--- src/ich_pkg.sv ---
// ingress credit handler threshold registers: constants, types, helpers
// assumes one core clock and 12-bit dword-aligned configuration offsets
// *****************************************************************
// Functional notes
// *****************************************************************
// Functional notes
// - station pool bits 22:20 hold third port extra header pool; 000b none
// - posted register governs VC0 memory write and message requests
// - non-posted governs reads, I/O, config requests; completion their completions
// - payload field 8:3 is credits/8; first port resets to 10h, 128 credits
// - first port posted header bits 13:9 reset to 16h
// - first port completion header resets to 15h
// - high-priority thresholds: payload 15:14, header 17:16, reset 00b
// - bits 20:18 payload pool: 0,16,32,48, top bit set gives 64
// - non-posted payload bits 8:0 reserved at 000h, infinite credit
// - non-posted header resets to 8h on every port
// - second port payload default 10h at eight lanes, 9h at four
// - second port posted header default Dh at eight lanes, 9h at four
// - second port completion header resets to Ch
// - third port posted and completion payload reset to 9h
// - third port posted header resets to 9h
// - third port completion header resets to 8h
package ich_pkg;

  localparam int FLOWS = 9;

  // *****************************************************************
  // register map
  // *****************************************************************
  localparam logic [11:0] POOL_OFS = 12'h940;
  localparam logic [11:0] FLOW_OFS [FLOWS] = '{
    12'ha00, 12'ha04, 12'ha08, 12'ha18, 12'ha1c, 12'ha20, 12'ha30, 12'ha34, 12'ha38};

  // *****************************************************************
  // field layout
  // *****************************************************************
  localparam int PL_LSB   = 3;
  localparam int HD_LSB   = 9;
  localparam int THP_LSB  = 14;
  localparam int THH_LSB  = 16;
  localparam int POOL_LSB = 18;
  localparam int STN_HP_LSB = 20;
  localparam logic [31:0] STN_POOL_MASK = 32'h00ff_ffff;

  // *****************************************************************
  // reset values
  // *****************************************************************
  localparam logic [5:0] FLOW_PL_RST [FLOWS] = '{
    6'h10, 6'h00, 6'h10, 6'h10, 6'h00, 6'h10, 6'h09, 6'h00, 6'h09};
  localparam logic [4:0] FLOW_HD_RST [FLOWS] = '{
    5'h16, 5'h08, 5'h15, 5'h0d, 5'h08, 5'h0c, 5'h09, 5'h08, 5'h08};
  localparam logic [5:0] PB_X8_PL = 6'h10;
  localparam logic [5:0] PB_X4_PL = 6'h09;
  localparam logic [4:0] PB_X8_HD = 5'h0d;
  localparam logic [4:0] PB_X4_HD = 5'h09;
  localparam logic [1:0] THR_RST  = 2'h0;
  localparam logic [2:0] POOL_RST = 3'h0;
  localparam logic [23:0] STN_POOL_RST = 24'h00_0000;
  localparam logic [1:0] SYNC_FILL = 2'h3;

  // threshold codes
  localparam logic [1:0] THR_75 = 2'h0;
  localparam logic [1:0] THR_50 = 2'h1;
  localparam logic [1:0] THR_25 = 2'h2;
  localparam logic [1:0] THR_100 = 2'h3;

  typedef enum logic [1:0] {FLOW_POSTED, FLOW_NONPOSTED, FLOW_COMPLETION} ich_flow_kind_t;

  typedef struct packed {
    logic [2:0] pool;
    logic [1:0] thr_hd;
    logic [1:0] thr_pl;
    logic [4:0] hd;
    logic [5:0] pl;
  } ich_flow_cfg_t;

  typedef struct packed {
    logic        valid;
    logic        write;
    logic [11:0] addr;
    logic [3:0]  be;
    logic [31:0] wdata;
  } ich_cfg_req_t;

  typedef struct packed {
    logic        valid;
    logic [11:0] addr;
    logic [31:0] data;
  } ich_ldr_wr_t;

  function automatic logic [31:0] ich_pack(ich_flow_cfg_t c);
    ich_pack = (32'(c.pl) << PL_LSB) | (32'(c.hd) << HD_LSB) | (32'(c.thr_pl) << THP_LSB)
             | (32'(c.thr_hd) << THH_LSB) | (32'(c.pool) << POOL_LSB);
  endfunction

  function automatic ich_flow_cfg_t ich_unpack(logic [31:0] w, ich_flow_kind_t k);
    ich_unpack.pl     = (k == FLOW_NONPOSTED) ? 6'h00 : w[PL_LSB +: 6];
    ich_unpack.hd     = w[HD_LSB +: 5];
    ich_unpack.thr_pl = w[THP_LSB +: 2];
    ich_unpack.thr_hd = w[THH_LSB +: 2];
    ich_unpack.pool   = w[POOL_LSB +: 3];
  endfunction

  // top code bit saturates at 64 credits
  function automatic logic [6:0] ich_pool_credits(logic [2:0] code);
    ich_pool_credits = code[2] ? 7'h40 : {1'b0, code[1:0], 4'h0};
  endfunction

endpackage

--- src/ich_sync3.sv ---
// three-stage synchroniser with agreement filter for a strap pin
// assumes the pin is asynchronous to core_clk_i
`timescale 1ns/10ps
module ich_sync3 import ich_pkg::*; (
  input  wire logic core_clk_i,
  input  wire logic rst_n_i,
  input  wire logic pin_i,
  output logic      level_o,
  output logic      valid_o
);
  logic       s1, s2, s3;
  logic [1:0] fill;
  logic       next_level, next_valid;
  logic [1:0] next_fill;

  always_comb begin
    next_fill  = (fill == SYNC_FILL) ? fill : 2'(fill + 2'h1);
    next_level = level_o;
    next_valid = valid_o;
    if (fill == SYNC_FILL && s2 == s3) begin
      next_level = s3;
      next_valid = 1'b1;
    end
  end

  always_ff @(posedge core_clk_i) begin
    if (!rst_n_i) begin
      s1 <= 1'b0;
      s2 <= 1'b0;
      s3 <= 1'b0;
      fill <= 2'h0;
      level_o <= 1'b0;
      valid_o <= 1'b0;
    end else begin
      s1 <= pin_i;
      s2 <= s1;
      s3 <= s2;
      fill <= next_fill;
      level_o <= next_level;
      valid_o <= next_valid;
    end
  end
endmodule

--- src/ich_flow_cell.sv ---
// one sticky credit threshold register of one flow
// assumes rst_n_i is the power-on reset only
`timescale 1ns/10ps
module ich_flow_cell import ich_pkg::*; #(
  parameter ich_flow_kind_t KIND   = FLOW_POSTED,
  parameter logic [5:0]     PL_RST = 6'h10,
  parameter logic [4:0]     HD_RST = 5'h08
) (
  input  wire logic          core_clk_i,
  input  wire logic          rst_n_i,
  input  wire logic          wr_en_i,
  input  wire logic [31:0]   wr_mask_i,
  input  wire logic [31:0]   wr_data_i,
  input  wire logic          dflt_load_i,
  input  wire logic [5:0]    dflt_pl_i,
  input  wire logic [4:0]    dflt_hd_i,
  output ich_flow_cfg_t      cfg_o,
  output logic [31:0]        word_o
);
  ich_flow_cfg_t next_cfg;
  logic [31:0]   merged;

  assign word_o = ich_pack(cfg_o);

  always_comb begin
    merged   = (word_o & ~wr_mask_i) | (wr_data_i & wr_mask_i);
    next_cfg = cfg_o;
    if (wr_en_i) begin
      next_cfg = ich_unpack(merged, KIND);
    end else if (dflt_load_i) begin
      next_cfg.pl = dflt_pl_i;
      next_cfg.hd = dflt_hd_i;
    end
  end

  always_ff @(posedge core_clk_i) begin
    if (!rst_n_i) begin
      cfg_o <= '{pool: POOL_RST, thr_hd: THR_RST, thr_pl: THR_RST, hd: HD_RST, pl: PL_RST};
    end else begin
      cfg_o <= next_cfg;
    end
  end
endmodule

--- src/ich_credit_regs.sv ---
// ingress credit threshold register bank of one three-port station
// assumes rst_n_i is power-on reset and hot_rst_n_i any other reset
// assumes cfg and loader requests come from logic on core_clk_i
`timescale 1ns/10ps
module ich_credit_regs import ich_pkg::*; (
  input  wire logic                   core_clk_i,
  input  wire logic                   rst_n_i,
  input  wire logic                   hot_rst_n_i,
  input  wire ich_cfg_req_t           cfg_req_i,
  input  wire ich_ldr_wr_t            ldr_wr_i,
  input  wire logic                   port_b_x4_pin_i,
  output logic                        cfg_ack_o,
  output logic [31:0]                 cfg_rdata_o,
  output ich_flow_cfg_t [FLOWS-1:0]   credit_cfg_o,
  output logic [FLOWS-1:0][6:0]       pool_credits_o,
  output logic [23:0]                 station_pool_o,
  output logic                        port_b_dflt_pending_o
);

  // *****************************************************************
  // request qualification
  // *****************************************************************
  // requests are dropped during a hot reset so sticky state cannot move
  logic          cfg_go;
  logic          cfg_wr;
  logic          ldr_go;
  logic [31:0]   cfg_mask;
  logic          width_x4;
  logic          width_valid;
  logic          pb_load;
  logic [FLOWS-1:0]       flow_wr;
  logic [FLOWS-1:0]       flow_cfg_hit;
  logic [FLOWS-1:0]       flow_ldr_hit;
  logic [31:0]            flow_word [FLOWS];
  logic [31:0]            flow_mask [FLOWS];
  logic [31:0]            flow_data [FLOWS];

  assign cfg_go   = cfg_req_i.valid && hot_rst_n_i;
  assign cfg_wr   = cfg_go && cfg_req_i.write;
  assign ldr_go   = ldr_wr_i.valid && hot_rst_n_i;
  assign cfg_mask = {{8{cfg_req_i.be[3]}}, {8{cfg_req_i.be[2]}},
                     {8{cfg_req_i.be[1]}}, {8{cfg_req_i.be[0]}}};

  // *****************************************************************
  // lane width strap
  // *****************************************************************
  ich_sync3 u_width_sync (
    .core_clk_i (core_clk_i),
    .rst_n_i    (rst_n_i),
    .pin_i      (port_b_x4_pin_i),
    .level_o    (width_x4),
    .valid_o    (width_valid)
  );

  // *****************************************************************
  // flow registers
  // *****************************************************************
  // flow index modulo 3 picks posted, non-posted, completion
  genvar g;
  generate
    for (g = 0; g < FLOWS; g++) begin : g_flow
      localparam ich_flow_kind_t KIND = ich_flow_kind_t'(g % 3);
      logic [5:0] dflt_pl;
      logic [4:0] dflt_hd;

      assign flow_cfg_hit[g] = cfg_wr && (cfg_req_i.addr[11:2] == FLOW_OFS[g][11:2]);
      assign flow_ldr_hit[g] = ldr_go && (ldr_wr_i.addr[11:2] == FLOW_OFS[g][11:2]);
      assign flow_wr[g]      = flow_cfg_hit[g] || flow_ldr_hit[g];
      // a configuration write beats a loader write to the same word
      assign flow_mask[g]    = flow_cfg_hit[g] ? cfg_mask : 32'hffff_ffff;
      assign flow_data[g]    = flow_cfg_hit[g] ? cfg_req_i.wdata : ldr_wr_i.data;
      assign dflt_pl = width_x4 ? PB_X4_PL : PB_X8_PL;
      assign dflt_hd = (KIND == FLOW_COMPLETION) ? FLOW_HD_RST[g] :
                       (width_x4 ? PB_X4_HD : PB_X8_HD);

      ich_flow_cell #(
        .KIND   (KIND),
        .PL_RST (FLOW_PL_RST[g]),
        .HD_RST (FLOW_HD_RST[g])
      ) u_cell (
        .core_clk_i  (core_clk_i),
        .rst_n_i     (rst_n_i),
        .wr_en_i     (flow_wr[g]),
        .wr_mask_i   (flow_mask[g]),
        .wr_data_i   (flow_data[g]),
        .dflt_load_i (pb_load && (g == 3 || g == 5)),
        .dflt_pl_i   (dflt_pl),
        .dflt_hd_i   (dflt_hd),
        .cfg_o       (credit_cfg_o[g]),
        .word_o      (flow_word[g])
      );
    end
  endgenerate

  // *****************************************************************
  // second port width defaults
  // *****************************************************************
  // applied once, when the strap has settled; a software value wins
  logic next_pending;

  assign pb_load = port_b_dflt_pending_o && width_valid && hot_rst_n_i;

  always_comb begin
    next_pending = port_b_dflt_pending_o;
    if (flow_wr[3] || flow_wr[5] || pb_load) begin
      next_pending = 1'b0;
    end
  end

  always_ff @(posedge core_clk_i) begin
    if (!rst_n_i) begin
      port_b_dflt_pending_o <= 1'b1;
    end else begin
      port_b_dflt_pending_o <= next_pending;
    end
  end

  // *****************************************************************
  // station pool register
  // *****************************************************************
  // spare bits 19 and 23 are stored as written; software keeps them zero
  logic        pool_cfg_hit;
  logic        pool_ldr_hit;
  logic [23:0] next_pool;
  logic [31:0] pool_mask;
  logic [31:0] pool_data;

  assign pool_cfg_hit = cfg_wr && (cfg_req_i.addr[11:2] == POOL_OFS[11:2]);
  assign pool_ldr_hit = ldr_go && (ldr_wr_i.addr[11:2] == POOL_OFS[11:2]);

  always_comb begin
    pool_mask = (pool_cfg_hit ? cfg_mask : 32'hffff_ffff) & STN_POOL_MASK;
    pool_data = pool_cfg_hit ? cfg_req_i.wdata : ldr_wr_i.data;
    next_pool = station_pool_o;
    if (pool_cfg_hit || pool_ldr_hit) begin
      next_pool = station_pool_o & ~pool_mask[23:0] | pool_data[23:0] & pool_mask[23:0];
    end
  end

  always_ff @(posedge core_clk_i) begin
    if (!rst_n_i) begin
      station_pool_o <= STN_POOL_RST;
    end else begin
      station_pool_o <= next_pool;
    end
  end

  // *****************************************************************
  // payload pool decode
  // *****************************************************************
  logic [FLOWS-1:0][6:0] next_pool_cr;

  always_comb begin
    for (int i = 0; i < FLOWS; i++) begin
      next_pool_cr[i] = ich_pool_credits(credit_cfg_o[i].pool);
    end
  end

  always_ff @(posedge core_clk_i) begin
    if (!rst_n_i) begin
      pool_credits_o <= '0;
    end else begin
      pool_credits_o <= next_pool_cr;
    end
  end

  // *****************************************************************
  // read path
  // *****************************************************************
  // unmapped offsets answer with zero; reserved bits read zero
  logic        next_ack;
  logic [31:0] next_rdata;

  always_comb begin
    next_ack   = cfg_go;
    next_rdata = 32'h0000_0000;
    if (cfg_go && !cfg_req_i.write) begin
      for (int i = 0; i < FLOWS; i++) begin
        if (cfg_req_i.addr[11:2] == FLOW_OFS[i][11:2]) begin
          next_rdata = flow_word[i];
        end
      end
      if (cfg_req_i.addr[11:2] == POOL_OFS[11:2]) begin
        next_rdata = {8'h00, station_pool_o};
      end
    end
  end

  always_ff @(posedge core_clk_i) begin
    if (!rst_n_i || !hot_rst_n_i) begin
      cfg_ack_o   <= 1'b0;
      cfg_rdata_o <= 32'h0000_0000;
    end else begin
      cfg_ack_o   <= next_ack;
      cfg_rdata_o <= next_rdata;
    end
  end
endmodule

--- config.mk ---
export PLATFORM = sky130hd
export DESIGN_NAME = ich_credit_regs
export DESIGN_NICKNAME = d
export VERILOG_FILES = /design/src/ich_pkg.sv /design/src/ich_sync3.sv /design/src/ich_flow_cell.sv /design/src/ich_credit_regs.sv
export SDC_FILE = /design/constraint.sdc
export NUM_CORES = 1
export LEC_CHECK = 0
export ABC_AREA = 1
export BUFFER_PORTS_ARGS = -buffer_cell sky130_fd_sc_hd__buf_2
export CORE_ASPECT_RATIO = 0.8
export CORE_MARGIN = 2
export CORE_UTILIZATION = 45
export DETAILED_ROUTE_END_ITERATION = 10
export HOLD_SLACK_MARGIN = 0.08
export PLACE_DENSITY = 0.81
export SETUP_SLACK_MARGIN = 0.3
export SLEW_MARGIN = 20
export SYNTH_ARGS = -nofsm -noshare
export SYNTH_HDL_FRONTEND = slang
export SYNTH_SLANG_ARGS = --single-unit
--- constraint.sdc ---
create_clock -name core_clk_i -period 2.05 [get_ports core_clk_i]
set_input_delay 0 -clock core_clk_i [delete_from_list [all_inputs] [get_ports core_clk_i]]
set_output_delay 0 -clock core_clk_i [all_outputs]
set_load 0.02 [all_outputs]
# [Word-level counts from Yosys, hierarchy flattened]
# Index checks and enable logic that the tools add are counted.
[totals] register_bits=272 wordCells=270
[classes] muxes=45 n_bitwise=75 reduce_logical=56 addsub=1 n_eq_ne=22
[ops] op="$and A21 B21 Y21" count=18
[ops] op="$mux W21" count=18
[ops] op="$mux W32" count=9
[ops] op="$or A32 B18 Y32" count=9
[ops] op="$or A32 B21 Y32" count=9
[ops] op="$eq A10 B10 Y1 const B" count=20
[ops] op="$or A32 B16 Y32" count=6
[ops] op="$not A21 Y21" count=9
[ops] op="$or A21 B21 Y21" count=9
[ops] op="$or A9 B14 Y14" count=6
[ops] op="$mux W24" count=3
[ops] op="$mux W7" count=9
[ops] op="$and A24 B24 Y24" count=2
[ops] op="$or A14 B16 Y16" count=3
[ops] op="$mux W11" count=4
[ops] op="$logic_and A1 B1 Y1" count=27
[ops] op="$not A24 Y24" count=1
[ops] op="$or A24 B24 Y24" count=1
[ops] op="$reduce_or A2 Y1" count=10
[ops] op="$logic_or A1 B1 Y1" count=13
[ops] op="$mux W5" count=1
[ops] op="$reduce_bool A2 Y1" count=2
[ops] op="$logic_not A1 Y1" count=3
[ops] op="$mux W3" count=1
[ops] op="other kinds (5)" count=6

# [Logic depth before layout (Yosys ltp)]
[logic_depth] ltp_word=14 depth_mapped=13 mapped_depth_nobuf=13

# [Modules after synthesis]
# A second synthesis with hierarchy kept.
[hier_totals] cells_unflattened=3264 hier_area_um2=19909.1
[modules_own_cells] module="ich_credit_regs" seq_area_each_um2=1701.6 n_inst=1 area_per_inst_um2=9318.9 cells_per_inst=1807
[modules_own_cells] module="ich_flow_cell (g_flow[1].u_cell ...)" seq_area_each_um2=360.3 n_inst=3 area_per_inst_um2=1044.8 cells_per_inst=145
[modules_own_cells] module="ich_flow_cell (g_flow[5].u_cell)" seq_area_each_um2=360.3 n_inst=1 area_per_inst_um2=1248.7 cells_per_inst=166
[modules_own_cells] module="ich_flow_cell (g_flow[0].u_cell)" seq_area_each_um2=360.3 n_inst=1 area_per_inst_um2=1213.7 cells_per_inst=169
[modules_own_cells] module="ich_flow_cell (g_flow[2].u_cell)" seq_area_each_um2=360.3 n_inst=1 area_per_inst_um2=1206.2 cells_per_inst=163
[modules_own_cells] module="ich_flow_cell (g_flow[8].u_cell)" seq_area_each_um2=360.3 n_inst=1 area_per_inst_um2=1182.4 cells_per_inst=166
[modules_own_cells] module="ich_flow_cell (g_flow[6].u_cell)" seq_area_each_um2=360.3 n_inst=1 area_per_inst_um2=1177.4 cells_per_inst=164
[modules_own_cells] module="ich_flow_cell (g_flow[3].u_cell)" seq_area_each_um2=360.3 n_inst=1 area_per_inst_um2=1169.9 cells_per_inst=162
[modules_own_cells] module="ich_sync3" seq_area_each_um2=140.1 n_inst=1 area_per_inst_um2=257.7 cells_per_inst=32

# [Worst setup path before layout]
# Ideal clock, no wire load.
[synth_timing] path_kind="input-to-reg" from="input port cfg_req_i[38] (netlist name)" to="register (tool-made name)" stages=10 setup_slack_ps=508 n_path_buf=2 required_time_ps=1934 arrival_ps=1426 cell_sequence="buf_2 > nor2_4 > nand2_2 > nor3_4 > nand2_2 > buf_2 > nand2_1 > o21ai_0 > o21ai_0 > nor2_1"
[synth_rtl] item="from (decl)" line_no="ich_credit_regs.sv:9" text="input wire ich_cfg_req_t cfg_req_i,"

==> summary.txt <==
ANT nets after route: 0
total negative slack: 0 ps
Multi-input gate area: 6150 um2
status: completed
Async SR Flop Fraction: 0
io pins: 382
routed vias: 13.9k
Unique masters post-synth: 35
Worst-path clk slew: 60 ps
Power Density: 635 nW/um2
worst path arrival time: 2110 ps
DR WL/cell: 18.2 um
Slowest cell on crit path: dlygate4sd3_1
largest net degree at the start of global routing: 155
worst-case clock buffer depth: 3
CTS root buffer: clkbuf_16
peak supply drop: 583 uV
Final Net Count: 2326
Reg2Reg Setup Slack: 470 ps
power consumption: 9.79 mW
synthesized netlist cell count: 1852
DR pass1 iterations: 5
pre-CTS setup slack: 111 ps
Num CTS Buffers: 25
post-synthesis simple-gate area fraction: 0.286
initial antenna violation count: 3
routed vias/inst: 5.35
Worst R2R Path Depth: 6
CTS tree: done
Std-Cell Core Area: 26200 um2
layout cells sized above 1: 0.201
DPL Wire Length: 35700 um
Port Buffers: 298
Worst R2R End: g_flow[5].u_cell.cfg_o[6]
Max Freq: 0.592 GHz
Period Utilization, post-route: 0.824
grt ovf: 0
Die H: 150 um
Final Max Tran Viols: 0
Slew HR: 0.436
skew final: 11.6 ps
#FFs+latches synth: 228
clk_lat worst skew: 530 ps
RSZ-0062 raised after global routing: yes
row count: 53
Fillers: 2527
largest cells by area after synthesis: dfxtp_1, nand2_1, o21ai_0
GR Util All Layers: 0.322
htree depth: 1
Cell Chain, Critical Path: buf_2 > nor2_4 > nand4_4 > nor3_4 > nand2_1 > buf_4 > nand2_1 > o21ai_0 > dlygate4sd3_1 > nor2_1 > nor2_1
hold path startpoint: ldr_wr_i[36]
routability congestion estimate: 1.01
die area: 27900 um2
minimum clock period: 1690 ps
Mapped Area: 12000 um2
crit path max fanout: 22
largest family of logic cells by synthesized area: simple AND/OR/NAND/NOR gates
Top FF cell, synth: dfxtp_1
Hold Path Class: in2reg
R2R Path Start: port_b_dflt_pending_o
Post-Synth Adder-Cell Area: 0.00105
top cells by count, synth: nand2_1, o21ai_0, nor2_1
top cell type's share of synthesized area: 0.381
Remaining DRCs: 0
Post-DP Area: 13900 um2
# clock sinks: 228
max cap viols: 0
Worst EP required: 2470 ps
post-route worst setup slack: 361 ps
1st-iter DRT viols: 1461
final WL: 47400 um
hold path endpoint: g_flow[3].u_cell.cfg_o[6]
Mean Syn Cell Area: 6.46 um2
Pleak: 7.79 nW
Setup violations, final: 0
number of global-route vias before repair: 12.2k
Register Area: 4560 um2
Seq/Total Area, Yosys: 0.381
mux cell area share after synthesis: 0
YS warnings: 0
critical setup path kind: in2reg
Starting Density: 0.457
EDFF count, synth: 0
worst slew pin tran: 838 ps
leading area contributor after synthesis: dfxtp_1
cell with the most instances after synthesis: nand2_1
Critical Path End Type: flip-flop
Worst Hold Depth: 6
Setup crit start kind: input port
Die W: 186 um
Post-Synth XOR/XNOR Area: 0.000732
Finished Cell Area: 15400 um2
Final Hold Viols: 0
CP max stage delay: 570 ps
compound-gate portion of the synthesized area: 0.203
Layout area overhead: 28.7%
global-route wire length before repair: 70300 um
-- cell type report --
class,count,share of cell area
Antenna cell,2,0.000325
Tap cell,357,0.0290
Sequential cell,228,0.296
Inverter,187,0.0457
Clock buffer,35,0.0469
Clock inverter,9,0.00325
Multi-Input combinational cell,1347,0.399
Timing Repair Buffer,437,0.179
-- stage by stage --
stage	cells	hold WS, ps	util
floorplan	1913	97.6	-
global placement	2489	180	0.532
detailed placement	2489	193	0.532
CTS	2598	92.4	0.586
global route	2601	142	0.588
finish	2602	121	0.588
-- how the worst max path moves through the flow --
stage                        startpoint        end  slack, ps  depth (start not counted)
after CTS                 cfg_req_i[47]  flip-flop        330                         12
after floorplan           cfg_req_i[38]  flip-flop        510                         10
after global placement    cfg_req_i[39]  flip-flop        110                          9
after detailed placement    hot_rst_n_i  flip-flop        110                         13
final                     cfg_req_i[43]  flip-flop        360                         11
after global routing      cfg_req_i[40]  flip-flop        240                         11
-- cell usage in the layout (no fill, tap or decap), types with 7 or more instances in the layout --
cell type and count:
a211oi_1 15, a21oi_1 91, buf_2 296, buf_4 70
clkbuf_16 25, clkinv_2 7, conb_1 62, dfxtp_1 228
dlygate4sd3_1 65, inv_1 180, nand2_1 394, nand3_1 66
nand4_1 31, nor2_1 284, nor3_1 24, nor3b_1 10
o211ai_1 8, o21ai_0 292, o21ai_1 9, o21ai_2 9
o22ai_1 15
-- power breakdown --
group | total [mW] | switching, mW | internal, mW
Clock | 4.35 | 1.90 | 2.45
Sequential | 4.50 | 0.0323 | 4.47
Combinational | 0.936 | 0.639 | 0.296
-- logic make-up (layout without fill, tap and decap cells) --
kind of cell    count (synthesis)  in the layout
compound gates                454            454
fa+ha+maj                       1              1
other cells                     1             64
simple gates                  829            829
buf+inv                       338            668
xor+xnor                        1              1
flops                         228            228
-- critical path, delay by kind of cell --
| kind | cells | cell delay, ps |
|---|---|---|
| simple gates | 7 | 1110 |
| buf+inv | 3 | 940 |
| compound gates | 1 | 80 |
-- routing by layer --
layer	share of wire	global-route usage	vias to the layer above	routed length [um]
met4	0.041	0.122	2	1960
li1	-	-	6639	-
met5	0.00015	0	-	7
met3	0.11	0.0687	128	5330
met2	0.44	0.519	857	20900
met1	0.41	0.424	6302	19300
-- what timing repair did --
item                       4_1_cts  5_1_grt
hold endpoints to repair       167        0
hold buffers                    65        0
resized for setup                0       11
setup endpoints to repair        0        7
setup buffers                    0        2
Power figures use the tool's default switching activity.
